$ cat src/verilog/bcc_params.svh
/*
 Constants of the cell balance controller: register offsets, field
 positions, reset values and timing counts.
 Assumes a 100 MHz system clock and a 32-bit AHB-Lite register bus.
*/
`ifndef BCC_PARAMS_SVH
`define BCC_PARAMS_SVH
// Register byte offsets
`define BCC_OFS_CTRL    8'h00
`define BCC_OFS_SEL     8'h04
`define BCC_OFS_CHEN    8'h08
`define BCC_OFS_STAT    8'h0C
`define BCC_OFS_DIS     8'h10
`define BCC_OFS_CNT     8'h14
`define BCC_OFS_THR0    8'h20
`define BCC_THR_WORDS   4
// Control field positions
`define BCC_CTRL_MODE   0
`define BCC_CTRL_GO     2
`define BCC_CTRL_HALT   3
`define BCC_CTRL_RES    4
`define BCC_CTRL_SLPC   5
// Status field positions
`define BCC_STAT_ACT    0
`define BCC_STAT_DONE   1
`define BCC_STAT_WDE    2
`define BCC_STAT_SILENT 3
`define BCC_STAT_SLEEP  4
// Sizes and codes
`define BCC_NCELL       14
`define BCC_THR_W       7
`define BCC_CNT_W       8
`define BCC_SEL_PICK    2'h2
// Reset values
`define BCC_CTRL_RST    6'h00
`define BCC_SEL_RST     28'h0000000
`define BCC_CHEN_RST    14'h0000
// Timing
`define BCC_CLK_HZ      100000000
`define BCC_FINE_STEP_S   4
`define BCC_COARSE_STEP_S 512
`define BCC_FINE_STEP_CYC (`BCC_FINE_STEP_S * `BCC_CLK_HZ)
`define BCC_COARSE_RATIO  (`BCC_COARSE_STEP_S / `BCC_FINE_STEP_S)
`define BCC_WD_TIMEOUT_STEPS 8'hFF
`endif

$ cat src/verilog/bcc_pkg.sv
/*
 Types of the cell balance controller.
 Assumes bcc_params.svh is included by the design files.
*/
package bcc_pkg;
   // Balancing state, Gray along idle, ongoing, over
   typedef enum logic [1:0] {
      BCC_IDLE    = 2'h0,
      BCC_ONGOING = 2'h1,
      BCC_OVER    = 2'h3
   } bcc_state_t;
   // Power state, Gray along normal, sleep, silent
   typedef enum logic [1:0] {
      BCC_NORMAL = 2'h0,
      BCC_SLEEP  = 2'h1,
      BCC_SILENT = 2'h3
   } bcc_pwr_t;
   // Balancing mode field codes
   typedef enum logic [1:0] {
      BCC_MODE_NONE   = 2'h0,
      BCC_MODE_MANUAL = 2'h1,
      BCC_MODE_TIMED  = 2'h2,
      BCC_MODE_RSVD   = 2'h3
   } bcc_mode_t;
endpackage

$ cat src/verilog/bcc_step_tick.sv
/*
 Step timebase: a pulse every fine step, or every coarse step.
 Assumes clear and run come from logic on clk_sys.
*/
`timescale 1ns/1ns
`include "bcc_params.svh"
module bcc_step_tick import bcc_pkg::*; #(
   parameter int unsigned TICK_CYC = `BCC_FINE_STEP_CYC,
   parameter int unsigned RATIO    = `BCC_COARSE_RATIO
) (
   // Clock and reset
   input  wire logic clk_sys,
   input  wire logic rst,
   // Control
   input  wire logic clear,
   input  wire logic run,
   input  wire logic coarse_sel,
   // Step pulse
   output logic      step_tick
);
   logic [31:0] cyc_r;   // Cycles within a fine step
   logic [31:0] div_r;   // Fine steps within a coarse step
   wire  fine_end   = run && (cyc_r == TICK_CYC - 1);
   wire  coarse_end = fine_end && (div_r == RATIO - 1);

   // Coarse step is a whole number of fine steps
   assign step_tick = coarse_sel ? coarse_end : fine_end;

   // Prescaler holds while paused, so a conversion costs no time
   always_ff @(posedge clk_sys) begin
      if (rst || clear) begin
         cyc_r <= 32'h0;
         div_r <= 32'h0;
      end else if (fine_end) begin
         cyc_r <= 32'h0;
         div_r <= coarse_end ? 32'h0 : div_r + 32'h1;
      end else if (run) begin
         cyc_r <= cyc_r + 32'h1;
      end
   end
endmodule

$ cat src/verilog/bcc_core.sv
/*
 Cell balance controller: mode select, start/stop decode, balancing
 state, per-cell timed thresholds, watchdog, sleep and silent balancing,
 AHB-Lite register slave.
 Assumes single-word AHB-Lite transfers and same-clock power events.
*/
`timescale 1ns/1ns
`include "bcc_params.svh"
module bcc_core import bcc_pkg::*; #(
   parameter int unsigned       TICK_CYC = `BCC_FINE_STEP_CYC,
   parameter logic [`BCC_CNT_W-1:0] WD_STEPS = `BCC_WD_TIMEOUT_STEPS
) (
   // Clock and reset
   input  wire logic        clk_sys,
   input  wire logic        rst,
   // AHB-Lite slave
   input  wire logic        hsel,
   input  wire logic [31:0] haddr,
   input  wire logic [1:0]  htrans,
   input  wire logic        hwrite,
   input  wire logic [2:0]  hsize,
   input  wire logic [31:0] hwdata,
   input  wire logic        hready,
   output logic             hreadyout,
   output logic             hresp,
   output logic [31:0]      hrdata,
   // Power and measurement events
   input  wire logic        enter_sleep_command,
   input  wire logic        comm_timeout,
   input  wire logic        wake_request,
   input  wire logic        conv_busy,
   // Balancing outputs
   output logic [`BCC_NCELL-1:0] discharge_en,
   output logic             fault,
   output logic             low_power,
   output logic             silent_bal
);
   localparam int N = `BCC_NCELL;
   // Address decode used by reads and writes
   function automatic logic hit(input logic [7:0] a, input logic [7:0] ofs);
      hit = (a == ofs);
   endfunction
   // Bus phase registers
   logic        wr_r;       // Write data phase pending
   logic [7:0]  addr_r;     // Latched byte address
   logic [31:0] rdata_r;    // Read data, loaded at address phase
   // Software registers
   logic [5:0]  ctrl_r;     // Mode, resolution, sleep-continue
   logic [2*N-1:0] sel_r;   // Per-cell select fields
   logic [N-1:0] chen_r;    // Channel enables
   logic [`BCC_THR_W-1:0] thr_r [N];  // Per-cell thresholds
   // Balancing state
   bcc_state_t  st_r, st_nxt;
   bcc_pwr_t    pwr_r, pwr_nxt;
   logic [N-1:0] mask_r, mask_nxt;    // Cells still balancing
   logic [N-1:0] dis_r;               // Discharge drive
   logic [`BCC_CNT_W-1:0] gcnt_r, gcnt_nxt;  // Global counter
   logic [`BCC_CNT_W-1:0] wcnt_r, wcnt_nxt;  // Watchdog counter
   logic        wde_r;                // Watchdog expiry latch
   logic        wde_set;
   logic        wd_restart;
   // Per-cell decode
   logic [N-1:0] pick_vec;   // Enabled and selected at start
   logic [N-1:0] end_vec;    // Timed end reached
   logic [N-1:0] zero_vec;   // Threshold is zero
   logic [127:0] thr_flat;   // Thresholds one byte per cell

   // Address phase and command decode
   wire  addr_ph  = hsel && htrans[1] && hready;
   wire  wr_ctrl  = wr_r && hit(addr_r, `BCC_OFS_CTRL);
   wire  go_bit   = hwdata[`BCC_CTRL_GO];
   wire  halt_bit = hwdata[`BCC_CTRL_HALT];
   wire  cmd_start = wr_ctrl && go_bit && !halt_bit;
   wire  cmd_stop  = wr_ctrl && !go_bit && halt_bit;
   wire  wde_clr  = wr_r && hit(addr_r, `BCC_OFS_STAT) && hwdata[`BCC_STAT_WDE];
   wire  [1:0] mode = ctrl_r[`BCC_CTRL_MODE +: 2];
   wire  manual  = (mode == BCC_MODE_MANUAL);
   wire  timed   = (mode == BCC_MODE_TIMED);
   wire  coarse  = !ctrl_r[`BCC_CTRL_RES];
   wire  slp_cont = ctrl_r[`BCC_CTRL_SLPC];
   wire  sleep_evt = enter_sleep_command || comm_timeout;
   wire  ongoing = (st_r == BCC_ONGOING);
   wire  run_tick = ongoing && !conv_busy;
   wire  step_tick;
   // Zero-wait slave, always OKAY
   assign hreadyout = 1'b1;
   assign hresp     = 1'b0;
   assign hrdata    = rdata_r;
   // Shared step timebase for both counters
   bcc_step_tick #(
      .TICK_CYC (TICK_CYC),
      .RATIO    (`BCC_COARSE_RATIO)
   ) u_tick (
      .clk_sys    (clk_sys),
      .rst        (rst),
      .clear      (!ongoing || wd_restart),
      .run        (run_tick),
      .coarse_sel (coarse),
      .step_tick  (step_tick)
   );

   // Per-cell logic, one copy for each cell
   genvar i;
   generate
      for (i = 0; i < 16; i++) begin : g_cell
         if (i < N) begin : g_real
            // Select pattern and channel enable both needed
            assign pick_vec[i] = chen_r[i] && (sel_r[2*i +: 2] == `BCC_SEL_PICK);
            assign zero_vec[i] = (thr_r[i] == '0);
            // Either counter at or past threshold ends cell; watchdog may lead after a mode switch
            assign end_vec[i] = zero_vec[i]
               || (gcnt_r >= {1'b0, thr_r[i]})
               || (wcnt_r >= {1'b0, thr_r[i]});
            assign thr_flat[8*i +: 8] = {1'b0, thr_r[i]};
            // Threshold byte write
            always_ff @(posedge clk_sys) begin
               if (rst) begin
                  thr_r[i] <= '0;
               end else if (wr_r && hit(addr_r,
                            8'(`BCC_OFS_THR0 + 4 * (i / 4)))) begin
                  thr_r[i] <= hwdata[8*(i%4) +: `BCC_THR_W];
               end
            end
         end else begin : g_pad
            assign thr_flat[8*i +: 8] = 8'h00;
         end
      end
   endgenerate
   // Balancing and power state next values
   always_comb begin
      st_nxt     = st_r;
      pwr_nxt    = pwr_r;
      mask_nxt   = mask_r;
      gcnt_nxt   = gcnt_r;
      wcnt_nxt   = wcnt_r;
      wde_set    = 1'b0;
      wd_restart = 1'b0;
      // Step counting, saturating
      if (ongoing && step_tick) begin
         if (timed && gcnt_r != '1) begin
            gcnt_nxt = gcnt_r + 1'b1;
         end
         if (wcnt_r != '1) begin
            wcnt_nxt = wcnt_r + 1'b1;
         end
      end
      // Timed mode: cells drop out on their own
      if (ongoing && timed) begin
         mask_nxt = mask_r & ~end_vec;
         if (mask_r == '0) begin
            st_nxt   = BCC_OVER;
            gcnt_nxt = '0;
         end
      end
      // Manual watchdog expiry
      if (ongoing && manual && wcnt_r >= WD_STEPS) begin
         st_nxt   = BCC_OVER;
         mask_nxt = '0;
         wde_set  = 1'b1;
      end
      // Start code; ignored once over until stopped
      if (cmd_start && (manual || timed)) begin
         if (st_r == BCC_IDLE) begin
            st_nxt     = BCC_ONGOING;
            mask_nxt   = pick_vec;
            gcnt_nxt   = '0;
            wcnt_nxt   = '0;
            wd_restart = 1'b1;
         end else if (ongoing && manual) begin
            wcnt_nxt   = '0;
            wd_restart = 1'b1;
         end
      end
      // Sleep entry or wake-up
      if (pwr_r == BCC_NORMAL && sleep_evt) begin
         if (ongoing && timed && slp_cont) begin
            pwr_nxt = BCC_SILENT;
         end else begin
            pwr_nxt  = BCC_SLEEP;
            st_nxt   = BCC_IDLE;
            mask_nxt = '0;
            gcnt_nxt = '0;
            wcnt_nxt = '0;
         end
      end else if (pwr_r != BCC_NORMAL && wake_request) begin
         pwr_nxt  = BCC_NORMAL;
         st_nxt   = BCC_IDLE;
         mask_nxt = '0;
         gcnt_nxt = '0;
         wcnt_nxt = '0;
      end
      // Stop code wins over state, mask and counters; power state and expiry latch still update
      if (cmd_stop) begin
         st_nxt   = BCC_IDLE;
         mask_nxt = '0;
         gcnt_nxt = '0;
         wcnt_nxt = '0;
      end
   end
   // State registers
   always_ff @(posedge clk_sys) begin
      if (rst) begin
         st_r   <= BCC_IDLE;
         pwr_r  <= BCC_NORMAL;
         mask_r <= '0;
         gcnt_r <= '0;
         wcnt_r <= '0;
      end else begin
         st_r   <= st_nxt;
         pwr_r  <= pwr_nxt;
         mask_r <= mask_nxt;
         gcnt_r <= gcnt_nxt;
         wcnt_r <= wcnt_nxt;
      end
   end
   // Drive held off during a conversion, mask kept for resume
   always_ff @(posedge clk_sys) begin
      if (rst) begin
         dis_r <= '0;
      end else begin
         dis_r <= (st_nxt == BCC_ONGOING && !conv_busy)
                  ? mask_nxt : '0;
      end
   end
   // Expiry latch; a new expiry beats a clear
   always_ff @(posedge clk_sys) begin
      if (rst) begin
         wde_r <= 1'b0;
      end else begin
         wde_r <= wde_set || (wde_r && !wde_clr);
      end
   end

   // Software register writes; mode applies at once
   always_ff @(posedge clk_sys) begin
      if (rst) begin
         ctrl_r <= `BCC_CTRL_RST;
         sel_r  <= `BCC_SEL_RST;
         chen_r <= `BCC_CHEN_RST;
      end else if (wr_r) begin
         if (hit(addr_r, `BCC_OFS_CTRL)) begin
            // Go and halt are strobes, not stored
            ctrl_r <= {hwdata[5:4], 2'h0, hwdata[1:0]};
         end
         if (hit(addr_r, `BCC_OFS_SEL)) begin
            sel_r <= hwdata[2*N-1:0];
         end
         if (hit(addr_r, `BCC_OFS_CHEN)) begin
            chen_r <= hwdata[N-1:0];
         end
      end
   end

   // Read mux, sampled at the address phase
   wire [31:0] stat_word = {27'h0, pwr_r == BCC_SLEEP,
      pwr_r == BCC_SILENT, wde_r, st_r == BCC_OVER, ongoing};
   wire [7:0]  ra = haddr[7:0];
   wire [31:0] rd_mux =
      hit(ra, `BCC_OFS_CTRL) ? {26'h0, ctrl_r} :
      hit(ra, `BCC_OFS_SEL)  ? {4'h0, sel_r} :
      hit(ra, `BCC_OFS_CHEN) ? {18'h0, chen_r} :
      hit(ra, `BCC_OFS_STAT) ? stat_word :
      hit(ra, `BCC_OFS_DIS)  ? {18'h0, dis_r} :
      hit(ra, `BCC_OFS_CNT)  ? {16'h0, wcnt_r, gcnt_r} :
      (ra[7:4] == 4'h2)      ? thr_flat[32*ra[3:2] +: 32] :
      32'h0;

   // Bus phase capture; unmapped reads return zero
   always_ff @(posedge clk_sys) begin
      if (rst) begin
         wr_r    <= 1'b0;
         addr_r  <= 8'h00;
         rdata_r <= 32'h0;
      end else begin
         wr_r   <= addr_ph && hwrite;
         addr_r <= haddr[7:0];
         if (addr_ph && !hwrite) begin
            rdata_r <= rd_mux;
         end
      end
   end

   // Outputs
   assign discharge_en = dis_r;
   assign fault        = wde_r;
   assign low_power    = (pwr_r != BCC_NORMAL);
   assign silent_bal   = (pwr_r == BCC_SILENT);
endmodule

$ cat config.mk
export PLATFORM = sky130hd
export DESIGN_NAME = bcc_core
export DESIGN_NICKNAME = d
export VERILOG_FILES = /design/src/verilog/bcc_pkg.sv /design/src/verilog/bcc_step_tick.sv /design/src/verilog/bcc_core.sv
export VERILOG_INCLUDE_DIRS = /design/src /design/src/verilog
export SDC_FILE = /design/constraint.sdc
export NUM_CORES = 1
export LEC_CHECK = 0
export BUFFER_PORTS_ARGS = -buffer_cell sky130_fd_sc_hd__buf_4
export CAP_MARGIN = 20
export CORE_ASPECT_RATIO = 0.75
export CORE_MARGIN = 3
export CORE_UTILIZATION = 50
export CTS_BUF_LIST = sky130_fd_sc_hd__clkbuf_8
export DETAILED_ROUTE_END_ITERATION = 10
export PLACE_DENSITY = 0.77
export REMOVE_ABC_BUFFERS = 1
export SLEW_MARGIN = 20
export SYNTH_ARGS = -nofsm -noshare
export SYNTH_HDL_FRONTEND = slang
export SYNTH_SLANG_ARGS = --single-unit
$ cat constraint.sdc
create_clock -name clk_sys -period 4.8 [get_ports clk_sys]
set_input_delay 0.48 -clock clk_sys [delete_from_list [all_inputs] [get_ports clk_sys]]
set_output_delay 0.48 -clock clk_sys [all_outputs]
set_load 0.03 [all_outputs]
After elaboration in Yosys (flattened, before gate mapping)
Memories as Yosys holds them, arrays and structs flattened.
Index checks and enable logic that the tools add are counted.
{ "op_classes": {"add_sub_neg": 4, "order_cmp": 29, "n_eq_ne": 38, "shift": 1, "muxes": 78, "n_bitwise": 17, "reduce_logical": 109} }
{ "op_table": {"columns": ["op", "count"], "rows": [
  ["$mux W32", 8],
  ["$ge A8 B7 Y1", 28],
  ["$mux W8", 17],
  ["$shiftx A128 B8 Y32", 1],
  ["$mux W14", 8],
  ["$logic_not A7 Y1", 14],
  ["$mux W7", 14],
  ["$add A32 B1 Y32 const B", 2],
  ["$logic_and A1 B1 Y1", 43],
  ["$eq A2 B2 Y1 const B", 17],
  ["$logic_or A1 B1 Y1", 33],
  ["$eq A32 B29 Y1 const B", 1],
  ["$eq A32 B7 Y1 const B", 1],
  ["$eq A8 B4 Y1 const B", 4],
  ["$eq A8 B6 Y1 const B", 4],
  ["$mux W2", 12],
  ["$mux W1", 19],
  ["$add A8 B1 Y8 const B", 2],
  ["$eq A8 B3 Y1 const B", 2],
  ["$eq A8 B5 Y1 const B", 2],
  ["$logic_not A8 Y1", 2],
  ["$ne A8 B8 Y1 const B", 2],
  ["$and A14 B14 Y14", 1],
  ["$logic_not A14 Y1", 1],
  ["11 further kinds", 38]
]} }
{ "totals": {"register_bits": 200, "ram_bits": 98, "out_inout_bits": 51, "wordCells": 292, "memories": 1} }
{ "mem_list": {"columns": ["memory", "words", "word_bits", "read_ports", "rd_ports_with_merged_regs", "wr", "line", "rtl"], "rows": [
  ["thr_r", 14, 7, 14, 0, 14, "bcc_core.sv:51", "logic [`BCC_THR_W-1:0] thr_r [N];"]
]} }

Logic depth before layout (Yosys ltp)
{ "depth": {"depth_word": 13, "mapped_depth": 10, "depth_no_buf": 8} }

By module
A second synthesis with hierarchy kept.
{ "hier_totals": {"cells_unflattened": 1974, "hier_area_um2": 18099.9} }
{ "modules_own_cells": {"columns": ["module", "instances", "cells_per_inst", "area_per_inst_um2", "seq_area_each_um2"], "rows": [
  ["bcc_core", 1, 1589, 14975.6, 5645.4],
  ["bcc_step_tick", 1, 385, 3124.2, 1281.2]
]} }

Worst setup path before layout
Ideal clock, no wire load.
{ "synth_path": {"path_type": "register to register", "startpoint": "reg addr_r[4]", "endpoint": "mem thr_r[0][28] (netlist bit), enable pin", "setup_time_ps": 419, "t_arrival_ps": 2354, "t_required_ps": 4381, "setup_slack_ps": 2027, "path_stages_with_launch": 4, "cell_sequence": "dfxtp_1 nor4b_2 nand2_1 o21bai_1"} }
{ "synth_rtl": {"columns": ["item", "line", "rtl"], "rows": [
  ["start, declared", "bcc_core.sv:45", "logic [7:0] addr_r;"],
  ["start signal, assigned", "bcc_core.sv:276", "addr_r <= haddr[7:0];"],
  ["end, declared", "bcc_core.sv:51", null]
]} }

Final worst setup path
{ "layout_path": {"startpoint": "reg wcnt_r[4]", "endpoint": "reg dis_r[10], in the netlist discharge_en[10]"} }
{ "layout_via": {"elab_chain_cells": 12} }
{ "layout_lines": {"columns": ["item", "line", "rtl"], "rows": [
  ["start, declared", "bcc_core.sv:58", "logic [`BCC_CNT_W-1:0] wcnt_r, wcnt_nxt;"],
  ["start signal, assigned", "bcc_core.sv:213", "wcnt_r <= wcnt_nxt;"],
  ["$ge A8 B8 Y1", "bcc_core.sv:156", "if (ongoing && manual && wcnt_r >= WD_STEPS) begin"],
  ["$logic_and A1 B1 Y1", "bcc_core.sv:156", null],
  ["$mux W2", "bcc_core.sv:156", null],
  ["$mux W2", "bcc_core.sv:163", "if (st_r == BCC_IDLE) begin"],
  ["$mux W2", "bcc_core.sv:162", "if (cmd_start && (manual || timed)) begin"],
  ["$mux W2, on equally long branches", "bcc_core.sv:185, bcc_core.sv:176", null],
  ["$mux W2", "bcc_core.sv:175", "if (pwr_r == BCC_NORMAL && sleep_evt) begin"],
  ["$mux W2", "bcc_core.sv:193", "if (cmd_stop) begin"],
  ["$eq A2 B1 Y1", "bcc_core.sv:221", "dis_r <= (st_nxt == BCC_ONGOING && !conv_busy)"],
  ["$logic_and A1 B1 Y1", "bcc_core.sv:221", null],
  ["$not A1 Y1 (no line)", null, null],
  ["$reduce_or A2 Y1 (no line)", null, null],
  ["end signal, assigned", "bcc_core.sv:221", null],
  ["end, declared", "bcc_core.sv:56", "logic [N-1:0] dis_r;"]
]} }
Parallel ways exist; a longest one is shown, timed or not.
A chain may end at the register's enable or synchronous reset.

==> flow_summary.json <==
{
  "outcome": "completed",
  "critical_path_class": "register to register",
  "path_depth": 7,
  "grt_pass1_wl_um": 90400,
  "power_density_nw_per_um2": 259,
  "vdd_drop_max_mv": 0.229,
  "hold_depth": 2,
  "worst_path_max_delay_cell": "or4_1",
  "fin_skew_ps": 50.5,
  "crit_path_start_kind": "register",
  "power.leakage_nw": 8.08,
  "synth_top_area_share_pct": 21.9,
  "clockRootBuffer": "clkbuf_8",
  "coreArea_um2": 35300,
  "critPathCaptureType": "register",
  "setup_viol": 0,
  "cts_tree": "done",
  "htree_num_levels": 2,
  "synth_edf_count": 98,
  "hold_viol": 0,
  "synth_area_um2": 18200,
  "dpl.hpwl_um": 42000,
  "ys_seq_area_share_pct": 38.1,
  "hp-class": "input pin to register",
  "grt.total_usage_pct": 30.4,
  "grt_overflow": 0,
  "arrival_ps": 3700,
  "rsz0062_at_grt": "false",
  "rows": 59,
  "drt-initial-drc-count": 2059,
  "worstSkewPairLatency_ps": 630,
  "initial_core_util_pct": 51.5,
  "synth_cell_types": 77,
  "cts_made_buffers": 49,
  "ys.warnings.count": 0,
  "die_h_um": 171,
  "final_util_pct": 57.9,
  "drtAntennaViolNets": 0,
  "clk_path_buf_depth": 3,
  "cts_sinks": 297,
  "multi_input_area_um2": 10600,
  "cp_cell_sequence": "buf_4, nand3_1, or4_1, o21ai_0, nor2_1, nand3b_1, nor2_1",
  "final_area_um2": 20400,
  "io_pins": 129,
  "grt_max_degree": 49,
  "maxCapViolations": 0,
  "place_congestion": 0.987,
  "synth_area_leaders": "dfxtp_1 (22%), edfxtp_1 (16%), ha_1 (14%), nor2_1 (4.4%), and2_1 (3.6%)",
  "antenna_found_initial": 2,
  "finalCriticalPeriod_ps": 3270,
  "clk_pin_slew_worst_paths_ps": 60,
  "fmax_mhz": 306,
  "r2r_cells": 7,
  "nets": 2351,
  "fp.dieW_um": 226,
  "syn_area_per_cell_um2": 9.25,
  "holdCritStartpoint": "haddr[1]",
  "max_stage_delay_ps": 1000,
  "crit_buf_inv": 1,
  "layout-drive-gt1-share_pct": 11.7,
  "firstDrtPassIters": 6,
  "worst_pin_slew_ps": 1050,
  "syn_inst": 1967,
  "port_buffers": 96,
  "cp_max_fo": 18,
  "dieArea_um2": 38700,
  "drv_slew": 0,
  "seq_area_um2": 6930,
  "synthArstFlopShare_pct": 0,
  "min_to": "addr_r[1]$_SDFF_PP0_",
  "crit_top_cell": "nor2_1",
  "post_cts_buffers": 0,
  "fin_crit_sh_pct": 68.1,
  "drc": 0,
  "cts.hold.buffers_added": 0,
  "grt_pass1_vias": 15800,
  "vias": 16300,
  "r2r-start": "wcnt_r[4]$_SDFF_PP0_",
  "wirelength_um": 59600,
  "reg2reg_to": "discharge_en[10]$_SDFF_PP0_",
  "vias_per_cell": 6.35,
  "post_drt_wl_per_cell_um": 23.2,
  "totalNegativeSetupSlack_ps": 0,
  "syn2layout_area_growth_pct": 12.3,
  "synth_area_leader_cell": "dfxtp_1",
  "r2r_slack_ps": 1530,
  "ctsResizeCount": 0,
  "dpl_cell_area_um2": 19400,
  "synthFlopType": "dfxtp_1",
  "required_ps": 5240,
  "fill_cells": 3033,
  "ys_seq_elements": 297,
  "cp_top_family": "simple AND/OR/NAND/NOR gates",
  "relSlewSlack_pct": 30.1,
  "diodes": 0
}
==> final cells by class <==
class                      count  share of cell area (%)
multi-input combinational   1484                    51.7
sequential                   297                    33.9
inverter                     108                    1.99
tap                          457                    2.80
clock inverter                32                   0.796
clock buffer                  59                    3.98
timing repair buffer         131                    4.85
==> metrics by stage <==
stage	hold slack (ps)	worst slack [ps]	std cells	total power, mW
5_1_grt	113	1480	2568	5.45
3_5_place_dp	457	1480	2476	3.08
6_report	119	1530	2568	5.29
4_1_cts	85.4	1650	2567	5.30
3_3_place_gp	444	1550	2476	3.07
2_1_floorplan	430	2030	1889	2.90
==> synth_stat cells, drive strengths merged (48+ instances only) <==
library cell	instances
inv	108
dfxtp	199
mux2i	50
clkbuf	48
a21oi	101
nor2	214
nand3	65
nand2b	49
edfxtp	98
ha	202
nand2	141
and2	105
==> layout by cell type (no fill, tap or decap), types with 32 or more instances in the layout <==
cell type | synthesis | final
nand3_1 | 63 | 63
mux2i_1 | 50 | 50
dfxtp_1 | 199 | 198
clkbuf_8 | 0 | 59
a21oi_1 | 101 | 101
o21ai_0 | 46 | 46
buf_4 | 6 | 130
and2_1 | 105 | 104
nor4_1 | 32 | 32
ha_1 | 202 | 202
edfxtp_1 | 98 | 98
nand4_1 | 44 | 44
nand2b_1 | 49 | 49
nor2_1 | 213 | 210
inv_1 | 108 | 120
nand2_1 | 141 | 141
==> metal layers <==
layer | routed length (µm) | GRT usage, % | part of all wire (%) | vias up
li1 | - | - | - | 7330
met1 | 24200 | 42.6 | 41 | 7661
met2 | 23900 | 43.3 | 40 | 1097
met3 | 8930 | 9.44 | 15 | 208
met4 | 2610 | 12.7 | 4.4 | 2
met5 | 12 | 0 | 0.020 | -
==> worst register-to-register path, stage by stage, from the launching register on <==
cell      delay, ps
dfxtp_1         320
buf_4           400
nand3_1         280
or4_1          1000
o21ai_0         260
nor2_1           90
nand3b_1        660
nor2_1          110
==> registers in the layout, summed over array words and instances, names as in the netlist <==
signal	count
ctrl_r	4
thr_r	98
discharge_en	14
chen_r	14
hrdata	31
fault	1
gcnt_r	8
st_r	2
wcnt_r	8
u_tick.div_r	32
wr_r	1
sel_r	28
pwr_r	2
mask_r	14
u_tick.cyc_r	32
addr_r	8
==> logic make-up (layout without fill, tap and decap cells) <==
logic type / count (synthesis) / after routing / synth area share (%)
AO/OA/AOI/OAI: 345 / 345 / 12.6
flip-flops: 297 / 297 / 38.1
XOR/XNOR: 60 / 60 / 2.89
other: 2 / 3 / 0.0413
multiplexers: 64 / 64 / 4.48
AND/OR/NAND/NOR: 810 / 810 / 23.8
adder cells (fa/ha/maj): 202 / 202 / 13.9
buffers and inverters: 187 / 330 / 4.15
==> power by group <==
part	internal [mW]	switching [mW]
Sequential	2.63	0.0420
Combinational	0.139	0.232
Clock	1.17	1.08
==> worst max path at each step <==
stage,startpoint,end,slack [ps]
2_1_floorplan,addr_r[4]$_SDFF_PP0_,thr_r[0][28]$_SDFFCE_PN0P_,2030
3_3_place_gp,haddr[3],hrdata[7]$_SDFFE_PP0P_,1550
3_5_place_dp,haddr[3],hrdata[7]$_SDFFE_PP0P_,1480
4_1_cts,wcnt_r[4]$_SDFF_PP0_,discharge_en[10]$_SDFF_PP0_,1650
5_1_grt,wcnt_r[4]$_SDFF_PP0_,discharge_en[10]$_SDFF_PP0_,1480
6_report,wcnt_r[4]$_SDFF_PP0_,discharge_en[10]$_SDFF_PP0_,1530
(Power assumes the default switching activity.)
